[src/rtl/pbb_pkg.sv]
// Package for the peripheral bus access bridge
// Function
// - Access takes main-bus plus sync plus peripheral-bus cycles; reads here add 3 resync cycles and 1 done cycle.
// - Peripheral-bus cycle count comes from the register actually addressed.
// - Sync cycles only on peripheral buses 2, 3, 6, not bus-error registers.
// - Sync length follows clock ratio and access phase to the slow clock.
// - Fast core: main-bus plus sync cycles fit within one slow clock period; here the two can take one slow period plus one core cycle.
// - Slow core: next access starts the core cycle after completion.
// - Stated counts hold only without fetch or transfer contention.
// - Posted writes finish in order; a read returns after all prior writes.
package pbb_pkg;
	localparam int ADDR_W = 24;
	localparam int DATA_W = 32;
	localparam int NUM_BUSES = 8;
	localparam int MAIN_CYC = 1;
	localparam logic [3:0] PCLK_DIV_RST = 4'h2;
	localparam logic [3:0] FLASH_INTERFACE_CLOCK_DIV_RST = 4'h4;
	localparam logic [2:0] PER_CYC_RST = 3'h2;
	localparam int WQ_DEPTH = 4;
	localparam int WQ_PTR_W = 2;
	localparam int SYNC_STAGES = 3;
	localparam logic [2:0] BUS_FLASH = 3'h6;
	localparam logic [7:0] SYNC_BUS_MASK = 8'h4c;
	localparam logic [ADDR_W-1:0] BUSERR_BASE = 24'h081300;
	localparam logic [ADDR_W-1:0] BUSERR_MASK = 24'hffff00;

	typedef struct packed {
		logic              wr;
		logic [ADDR_W-1:0] addr;
		logic [DATA_W-1:0] wdata;
	} pbb_req_t;

	typedef struct packed {
		logic [2:0] bus;
		logic [2:0] cycles;
		logic       no_sync;
	} pbb_dec_t;

	typedef enum logic [4:0] {
		ST_IDLE = 5'b00001,
		ST_SYNC = 5'b00010,
		ST_PER  = 5'b00100,
		ST_BACK = 5'b01000,
		ST_DONE = 5'b10000
	} pbb_state_t;
endpackage

[src/rtl/pbb_bridge.sv]
// Main-bus to divided-clock peripheral bus bridge
`timescale 1ns/1ps
module pbb_bridge
(
	// Clock and reset
	input  wire logic                         clk_in,
	input  wire logic                         rst_n_in,
	// Clock ratio settings, core cycles per slow cycle
	input  wire logic [3:0]                   pclk_div_in,
	input  wire logic [3:0]                   flash_interface_clock_div_in,
	// Main bus slave side
	input  wire logic                         req_valid_in,
	input  wire pbb_pkg::pbb_req_t            req_in,
	output logic                              req_ready_out,
	output logic                              rsp_valid_out,
	output logic [pbb_pkg::DATA_W-1:0]        rsp_rdata_out,
	// Contention from other masters
	input  wire logic                         contend_in,
	// Peripheral side
	output logic                              per_sel_out,
	output pbb_pkg::pbb_req_t                 per_req_out,
	output logic [2:0]                        per_bus_out,
	input  wire logic [pbb_pkg::DATA_W-1:0]   per_rdata_in,
	// Status
	output logic                              wq_empty_out
);
	pbb_pkg::pbb_state_t st_q, st_d;
	pbb_pkg::pbb_req_t   cur_q, cur_d, wq_rd;
	pbb_pkg::pbb_dec_t   dec;
	logic [3:0] phase_q, phase_d, fphase_q, fphase_d, slow_phase, div;
	logic [3:0] cnt_q, cnt_d;
	logic [pbb_pkg::WQ_PTR_W:0] wr_ptr_q, wr_ptr_d, rd_ptr_q, rd_ptr_d;
	logic [pbb_pkg::SYNC_STAGES-1:0] rd_sync_q, rd_sync_d;
	logic [pbb_pkg::DATA_W-1:0] rdata_q, rdata_d;
	logic [2:0] bus_q, bus_d;
	logic cur_from_q_q, cur_from_q_d, rsp_q, rsp_d;
	logic wq_full, wq_empty, wq_we, pop_pend_q, pop_pend_d, slow_edge;

	// Bus and cycle count from the upper address bits
	always_comb
	begin
		dec.bus = req_in.addr[15:13];
		dec.cycles = pbb_pkg::PER_CYC_RST + {2'h0, req_in.addr[12]};
		dec.no_sync = ((req_in.addr & pbb_pkg::BUSERR_MASK)
			== pbb_pkg::BUSERR_BASE);
	end

	assign wq_full = (wr_ptr_q[pbb_pkg::WQ_PTR_W] != rd_ptr_q[pbb_pkg::WQ_PTR_W])
		&& (wr_ptr_q[pbb_pkg::WQ_PTR_W-1:0] == rd_ptr_q[pbb_pkg::WQ_PTR_W-1:0]);
	assign wq_empty = (wr_ptr_q == rd_ptr_q);
	assign wq_empty_out = wq_empty;
	// Writes post into the queue; reads wait until it drains
	assign req_ready_out = req_in.wr ? !wq_full
		: (wq_empty && st_q == pbb_pkg::ST_IDLE && !pop_pend_q);
	assign wq_we = req_valid_in && req_in.wr && !wq_full;

	pbb_wq_mem u_mem
	(
		.clk_in    (clk_in),
		.rst_n_in  (rst_n_in),
		.we_in     (wq_we),
		.waddr_in  (wr_ptr_q[pbb_pkg::WQ_PTR_W-1:0]),
		.wdata_in  (req_in),
		.raddr_in  (rd_ptr_q[pbb_pkg::WQ_PTR_W-1:0]),
		.rdata_out (wq_rd)
	);

	// Divided clock phase, which decides the sync wait
	assign div = (bus_q == pbb_pkg::BUS_FLASH) ? flash_interface_clock_div_in : pclk_div_in;
	assign slow_phase = (bus_q == pbb_pkg::BUS_FLASH) ? fphase_q : phase_q;
	assign slow_edge = (div <= 4'h1) || (slow_phase == 4'h0);

	always_comb
	begin
		phase_d = (phase_q + 4'h1 >= pclk_div_in) ? 4'h0 : phase_q + 4'h1;
		fphase_d = (fphase_q + 4'h1 >= flash_interface_clock_div_in) ? 4'h0 : fphase_q + 4'h1;
		st_d = st_q;
		cur_d = cur_q;
		cnt_d = cnt_q;
		wr_ptr_d = wr_ptr_q + {{pbb_pkg::WQ_PTR_W{1'b0}}, wq_we};
		rd_ptr_d = rd_ptr_q;
		rd_sync_d = rd_sync_q;
		rdata_d = rdata_q;
		bus_d = bus_q;
		cur_from_q_d = cur_from_q_q;
		pop_pend_d = 1'b0;
		rsp_d = 1'b0;
		case (st_q)
			pbb_pkg::ST_IDLE:
			begin
				if (!wq_empty && !pop_pend_q)
				begin
					// Memory read data lands next cycle
					pop_pend_d = 1'b1;
				end
				else if (pop_pend_q)
				begin
					cur_d = wq_rd;
					bus_d = wq_rd.addr[15:13];
					cur_from_q_d = 1'b1;
					rd_ptr_d = rd_ptr_q + {{pbb_pkg::WQ_PTR_W{1'b0}}, 1'b1};
					cnt_d = {1'b0, pbb_pkg::PER_CYC_RST}
						+ {3'h0, wq_rd.addr[12]};
					st_d = (pbb_pkg::SYNC_BUS_MASK[wq_rd.addr[15:13]]
						&& (wq_rd.addr & pbb_pkg::BUSERR_MASK)
						!= pbb_pkg::BUSERR_BASE)
						? pbb_pkg::ST_SYNC : pbb_pkg::ST_PER;
				end
				else if (req_valid_in && !req_in.wr && req_ready_out)
				begin
					cur_d = req_in;
					bus_d = dec.bus;
					cur_from_q_d = 1'b0;
					cnt_d = {1'b0, dec.cycles};
					st_d = (pbb_pkg::SYNC_BUS_MASK[dec.bus] && !dec.no_sync)
						? pbb_pkg::ST_SYNC : pbb_pkg::ST_PER;
				end
			end
			pbb_pkg::ST_SYNC:
			begin
				// Wait for slow clock edge with contend_in low; at most one slow period without contention
				if (slow_edge && !contend_in)
					st_d = pbb_pkg::ST_PER;
			end
			pbb_pkg::ST_PER:
			begin
				// Peripheral bus cycles counted in core cycles
				if (cnt_q <= 4'h1)
				begin
					// Posted writes leave the last read data standing
					if (!cur_from_q_q)
						rdata_d = per_rdata_in;
					rd_sync_d = '0;
					st_d = cur_from_q_q ? pbb_pkg::ST_IDLE
						: pbb_pkg::ST_BACK;
				end
				else
					cnt_d = cnt_q - 4'h1;
			end
			pbb_pkg::ST_BACK:
			begin
				// Resynchronise completion into the core domain
				rd_sync_d = {rd_sync_q[pbb_pkg::SYNC_STAGES-2:0], 1'b1};
				if (rd_sync_q[pbb_pkg::SYNC_STAGES-2])
					st_d = pbb_pkg::ST_DONE;
			end
			pbb_pkg::ST_DONE:
			begin
				rsp_d = 1'b1;
				st_d = pbb_pkg::ST_IDLE;
			end
			default:
				st_d = pbb_pkg::ST_IDLE;
		endcase
	end

	always_ff @(posedge clk_in)
	begin
		if (!rst_n_in)
		begin
			st_q <= pbb_pkg::ST_IDLE;
			cur_q <= '0;
			cnt_q <= 4'h0;
			phase_q <= 4'h0;
			fphase_q <= 4'h0;
			wr_ptr_q <= '0;
			rd_ptr_q <= '0;
			rd_sync_q <= '0;
			rdata_q <= '0;
			bus_q <= 3'h0;
			cur_from_q_q <= 1'b0;
			pop_pend_q <= 1'b0;
			rsp_q <= 1'b0;
		end
		else
		begin
			st_q <= st_d;
			cur_q <= cur_d;
			cnt_q <= cnt_d;
			phase_q <= phase_d;
			fphase_q <= fphase_d;
			wr_ptr_q <= wr_ptr_d;
			rd_ptr_q <= rd_ptr_d;
			rd_sync_q <= rd_sync_d;
			rdata_q <= rdata_d;
			bus_q <= bus_d;
			cur_from_q_q <= cur_from_q_d;
			pop_pend_q <= pop_pend_d;
			rsp_q <= rsp_d;
		end
	end

	assign per_sel_out = (st_q == pbb_pkg::ST_PER);
	assign per_req_out = cur_q;
	assign per_bus_out = bus_q;
	assign rsp_valid_out = rsp_q;
	assign rsp_rdata_out = rdata_q;

	// Checks
	property p_rd_after_writes;
		@(posedge clk_in) disable iff (!rst_n_in)
		(req_valid_in && !req_in.wr && req_ready_out) |-> wq_empty;
	endproperty
	a_rd_after_writes: assert property (p_rd_after_writes)
		else $error("Read accepted with posted writes pending");

	property p_sync_bounded;
		@(posedge clk_in) disable iff (!rst_n_in)
		(st_q == pbb_pkg::ST_SYNC && !contend_in && div <= 4'h8)
		|-> ##[1:8] (st_q != pbb_pkg::ST_SYNC);
	endproperty
	a_sync_bounded: assert property (p_sync_bounded)
		else $error("Sync wait exceeded one slow period");

	property p_sync_on_edge;
		@(posedge clk_in) disable iff (!rst_n_in)
		(st_q == pbb_pkg::ST_SYNC && slow_edge && !contend_in)
		|=> (st_q == pbb_pkg::ST_PER);
	endproperty
	a_sync_on_edge: assert property (p_sync_on_edge)
		else $error("Sync wait missed the slow clock edge");

	property p_back_len;
		@(posedge clk_in) disable iff (!rst_n_in)
		$rose(st_q == pbb_pkg::ST_BACK) |-> (st_q == pbb_pkg::ST_BACK)[*3]
		##1 (st_q == pbb_pkg::ST_DONE) ##1 rsp_valid_out;
	endproperty
	a_back_len: assert property (p_back_len)
		else $error("Read data resync length wrong");

	property p_rsp_only_reads;
		@(posedge clk_in) disable iff (!rst_n_in)
		rsp_valid_out |-> !cur_q.wr;
	endproperty
	a_rsp_only_reads: assert property (p_rsp_only_reads)
		else $error("Response raised for a write");

	property p_no_sync_buserr;
		@(posedge clk_in) disable iff (!rst_n_in)
		(st_q == pbb_pkg::ST_IDLE && req_valid_in && !req_in.wr
		&& req_ready_out && dec.no_sync && !pop_pend_q && wq_empty)
		|=> (st_q == pbb_pkg::ST_PER);
	endproperty
	a_no_sync_buserr: assert property (p_no_sync_buserr)
		else $error("Sync inserted for bus-error register");
endmodule

[src/rtl/pbb_wq_mem.sv]
// Small posted-write memory with registered read data
`timescale 1ns/1ps
module pbb_wq_mem
(
	// Clock and reset
	input  wire logic                  clk_in,
	input  wire logic                  rst_n_in,
	// Write side
	input  wire logic                  we_in,
	input  wire logic [pbb_pkg::WQ_PTR_W-1:0] waddr_in,
	input  wire pbb_pkg::pbb_req_t     wdata_in,
	// Read side
	input  wire logic [pbb_pkg::WQ_PTR_W-1:0] raddr_in,
	output pbb_pkg::pbb_req_t          rdata_out
);
	pbb_pkg::pbb_req_t mem_q [pbb_pkg::WQ_DEPTH];
	pbb_pkg::pbb_req_t rdata_q;

	always_ff @(posedge clk_in)
	begin
		if (we_in)
			mem_q[waddr_in] <= wdata_in;
		if (!rst_n_in)
			rdata_q <= '0;
		else
			rdata_q <= mem_q[raddr_in];
	end

	assign rdata_out = rdata_q;
endmodule

[config.mk]
export PLATFORM = sky130hd
export DESIGN_NAME = pbb_bridge
export DESIGN_NICKNAME = d
export VERILOG_FILES = /design/src/rtl/pbb_pkg.sv /design/src/rtl/pbb_bridge.sv /design/src/rtl/pbb_wq_mem.sv
export SDC_FILE = /design/constraint.sdc
export NUM_CORES = 1
export LEC_CHECK = 0
export BUFFER_PORTS_ARGS = -buffer_cell sky130_fd_sc_hd__buf_2
export CORE_ASPECT_RATIO = 1.4
export CORE_UTILIZATION = 40
export CTS_BUF_LIST = sky130_fd_sc_hd__clkbuf_4 sky130_fd_sc_hd__clkbuf_8
export CTS_CLUSTER_SIZE = 12
export DETAILED_ROUTE_END_ITERATION = 7
export PLACE_DENSITY = 0.73
export REMOVE_ABC_BUFFERS = 1
export SYNTH_ARGS = -nofsm -noshare
export SYNTH_HDL_FRONTEND = slang
export SYNTH_SLANG_ARGS = --single-unit
[constraint.sdc]
create_clock -name clk_in -period 6.7 [get_ports clk_in]
set_input_delay 1.34 -clock clk_in [delete_from_list [all_inputs] [get_ports clk_in]]
set_output_delay 1.34 -clock clk_in [all_outputs]
set_load 0.05 [all_outputs]
==> impl_metrics.ini <==
[routing]
dr_wl_met2_mm = 15.4
wl_met3_mm = 1.56
via_per_inst = 5.08
topRoutingLayerUsed = met5
drt_drc_violations_left = 21
vias = 8737
ant_nets = 0
drt-initial-drc-count = 389
first_pass_iters = 7
wire_per_inst_um = 17.5
finalWirelength_mm = 30.1
met1_length_mm = 12.5

[layout]
syn_to_final_growth_pct = 18.1
nets = 1318
post-route-util_pct = 48.3
drive_gt1_share_pct = 30.3

[floorplan]
io_pins = 197
num_rows = 83
die_y_um = 232
fp.coreArea_um2 = 37000
fp.dieArea_um2 = 38600
die_w_um = 166
start_util_pct = 40.9

[clocking]
clockRootBuffer = clkbuf_8
clk_pin_slew_ns = 0.06
clkSinkCount = 402
cts_buffer_depth = 3
clk_latency_ns = 0.61
ctsHoldBuffers = 0
cts_setup_buffers = 0
cts_tree = done
h-tree-depth = 2
post_cts_resized = 0
cts-buffers-inserted = 59

[pwr]
power_mw = 6.56
p_per_area_nw_per_um2 = 367
vdd_drop_max_uv = 271
p_leak_nw = 7.13

[yosys]
synth-compound-area-share_pct = 6.94
synthXorXnorAreaFrac_pct = 0.579
synth-main-ff-cell = edfxtp_1
synth_seq_cells = 402
synth-adder-area-share_pct = 1.24
synthCells = 999
synth_top_area_cell = edfxtp_1
synthArstFlopShare_pct = 0
synth-simple-area-share_pct = 8.30
avgSynthCellArea_um2 = 15.1
synth_edf_count = 228
seq_area_frac_synth_pct = 68.3
synth_top_area_share_pct = 45.3
ys_warn_count = 0
synth_top_family_by_area = multiplexers
netlist_top_cells_area = edfxtp_1, dfxtp_1, mux4_2
synthDistinctLibCells = 50
synth_area_um2 = 15100
synthMuxAreaShare_pct = 12.1

[global_routing]
grt_use_total_pct = 15.6
grt_overflow_total = 0
grt_pass1_wl_mm = 47.2
antenna_found_initial = 3
grt_pass1_vias = 8783
grt_max_degree = 115

[hold_path]
hp-start = rsp_rdata_out[21]
holdPathEnd = rsp_rdata_out[21]
hold_depth = 2
min_path_type = reg -> reg

[sta]
fmax_ghz = 0.254
fin_hold_ws_ns = 0.450
period_needed_ns = 3.94
final.setup.worst_slack_ns = 2.76
clock_skew_ns = 0.0147
slew_headroom_pct = 24.5
setup_viol = 0
rsz0062_at_grt = false
worstMarginPinSlew_ns = 1.13
tns_ns = 0
hold_violations = 0
drv_slew = 0
finalCritPeriodShare_pct = 58.8

[placed_design]
place.gp.congestion = 0.765
dp_slack_ns = 2.99
hpwl_mm = 17.9
port_buffers = 196

[setup_path]
cp.required_ns = 5.36
path_max_fanout = 60
r2r_cells = 6
cp_slowest_cell = dfxtp_4
cp_top_family = flip-flops
end_kind = output port
reg2reg_to = u_mem.mem_q[2][46]
r2r-start = rd_ptr_q[1]
path_class = reg -> out
arrival_ns = 2.60
cp_cell_sequence = xor2_1, nor2_1, a31oi_1, a21oi_1, buf_2
max_stage_delay_ns = 0.98
r2r_setup_slack_ns = 3.19
path_buf_inv = 1
start_kind = register

[run_status]
status = complete, but fails checks
violations = design-rule violations

[flow_run]
maxCapViolCount = 0
==> through the flow <==
stage / area [um2] / instances
after floorplan: 14800 / 937
final: 17900 / 1721
after global placement: 16500 / 1607
after CTS: 17800 / 1719
after global routing: 17900 / 1721
after detailed placement: 16500 / 1607
==> worst reg2reg max path, stage by stage, from the launching register on <==
cell and delay (ns):
dfxtp_4 0.98, xor2_1 0.31, nor2_1 0.12, a21oi_1 0.38, nand2_1 0.16, nor2_4 0.56, buf_4 0.60
==> metal layers <==
layer / vias to the layer above / global-route usage (%)
met5: - / 0
met4: 2 / 5.30
met3: 53 / 3.31
met2: 236 / 28.2
met1: 4335 / 18.2
li1: 4111 / -
==> kinds of logic (layout without fill, tap and decap cells) <==
family,after synthesis,after routing
buffers and inverters,78,332
other,0,1
adder cells (fa/ha/maj),15,15
AND/OR/NAND/NOR,257,257
XOR/XNOR,10,10
AO/OA/AOI/OAI,125,125
multiplexers,112,112
flip-flops,402,402
==> cells in the mapped netlist (all sizes together) (4+ instances only) <==
cell,number
ha,15
and2,63
nor2,15
xnor2,4
o211a,55
nand3,6
mux2i,55
nand2,136
mux4,57
nor3,5
edfxtp,228
clkbuf,30
or3,5
o21ai,6
inv,16
nand2b,4
a21oi,7
buf,32
xor2,6
dfxtp,174
a21boi,38
nor2b,7
==> flip-flops by register name (all words and copies together), names as in the netlist <==
signal / flops
cnt_q: 4
cur_from_q_q: 1
fphase_q: 4
per_req_out: 57
phase_q: 4
pop_pend_q: 1
rd_ptr_q: 3
rd_sync_q: 2
rsp_rdata_out: 32
rsp_valid_out: 1
st_q: 5
u_mem.mem_q: 228
u_mem.rdata_out: 57
wr_ptr_q: 3
==> power by group <==
part	switching (mW)	internal [mW]	total, mW
Combinational	0.931	0.463	1.39
Clock	0.912	1.29	2.20
Sequential	0.142	2.83	2.97
Total	1.99	4.58	6.56
==> final cells by class <==
type,instances,area [um2]
Inverter,16,60.1
Fill cell,3215,19100
Antenna cell,1,2.50
Timing Repair Buffer,204,1060
Multi-Input combinational cell,519,4440
Clock buffer,97,1200
Clock inverter,15,176
Tap cell,467,584
Sequential cell,402,10300
==> worst max path at each step <==
| stage | startpoint | endpoint | slack, ns | cells after the start |
|---|---|---|---|---|
| 2_1_floorplan | rd_ptr_q[0] | u_mem.mem_q[0][0] | -1.20 | 4 |
| 3_3_place_gp | req_in[56] | u_mem.mem_q[2][47] | 3.04 | 6 |
| 3_5_place_dp | req_in[56] | u_mem.mem_q[2][36] | 2.99 | 6 |
| 4_1_cts | rd_ptr_q[1] | req_ready_out | 2.68 | 5 |
| 5_1_grt | rd_ptr_q[1] | req_ready_out | 2.56 | 5 |
| 6_report | rd_ptr_q[1] | req_ready_out | 2.76 | 5 |
==> cell usage in the layout, fill, tap and decap left out, drive strengths merged, types with 3 or more instances in the layout <==
master,count
clkinv,9
mux4,57
a21oi,7
inv,17
nor2b,7
o21ai,6
and3,3
xor2,6
nor2,15
nand3,6
nor4,3
nor3b,3
bufinv,4
edfxtp,228
ha,15
dfxtp,174
o211a,55
xnor2,4
and2,63
nor3,5
mux2i,55
a21boi,38
clkbuf,98
buf,203
o31ai,3
nand2,136
nand2b,4
or3,5
No activity file was read; power rests on OpenSTA's default activity.
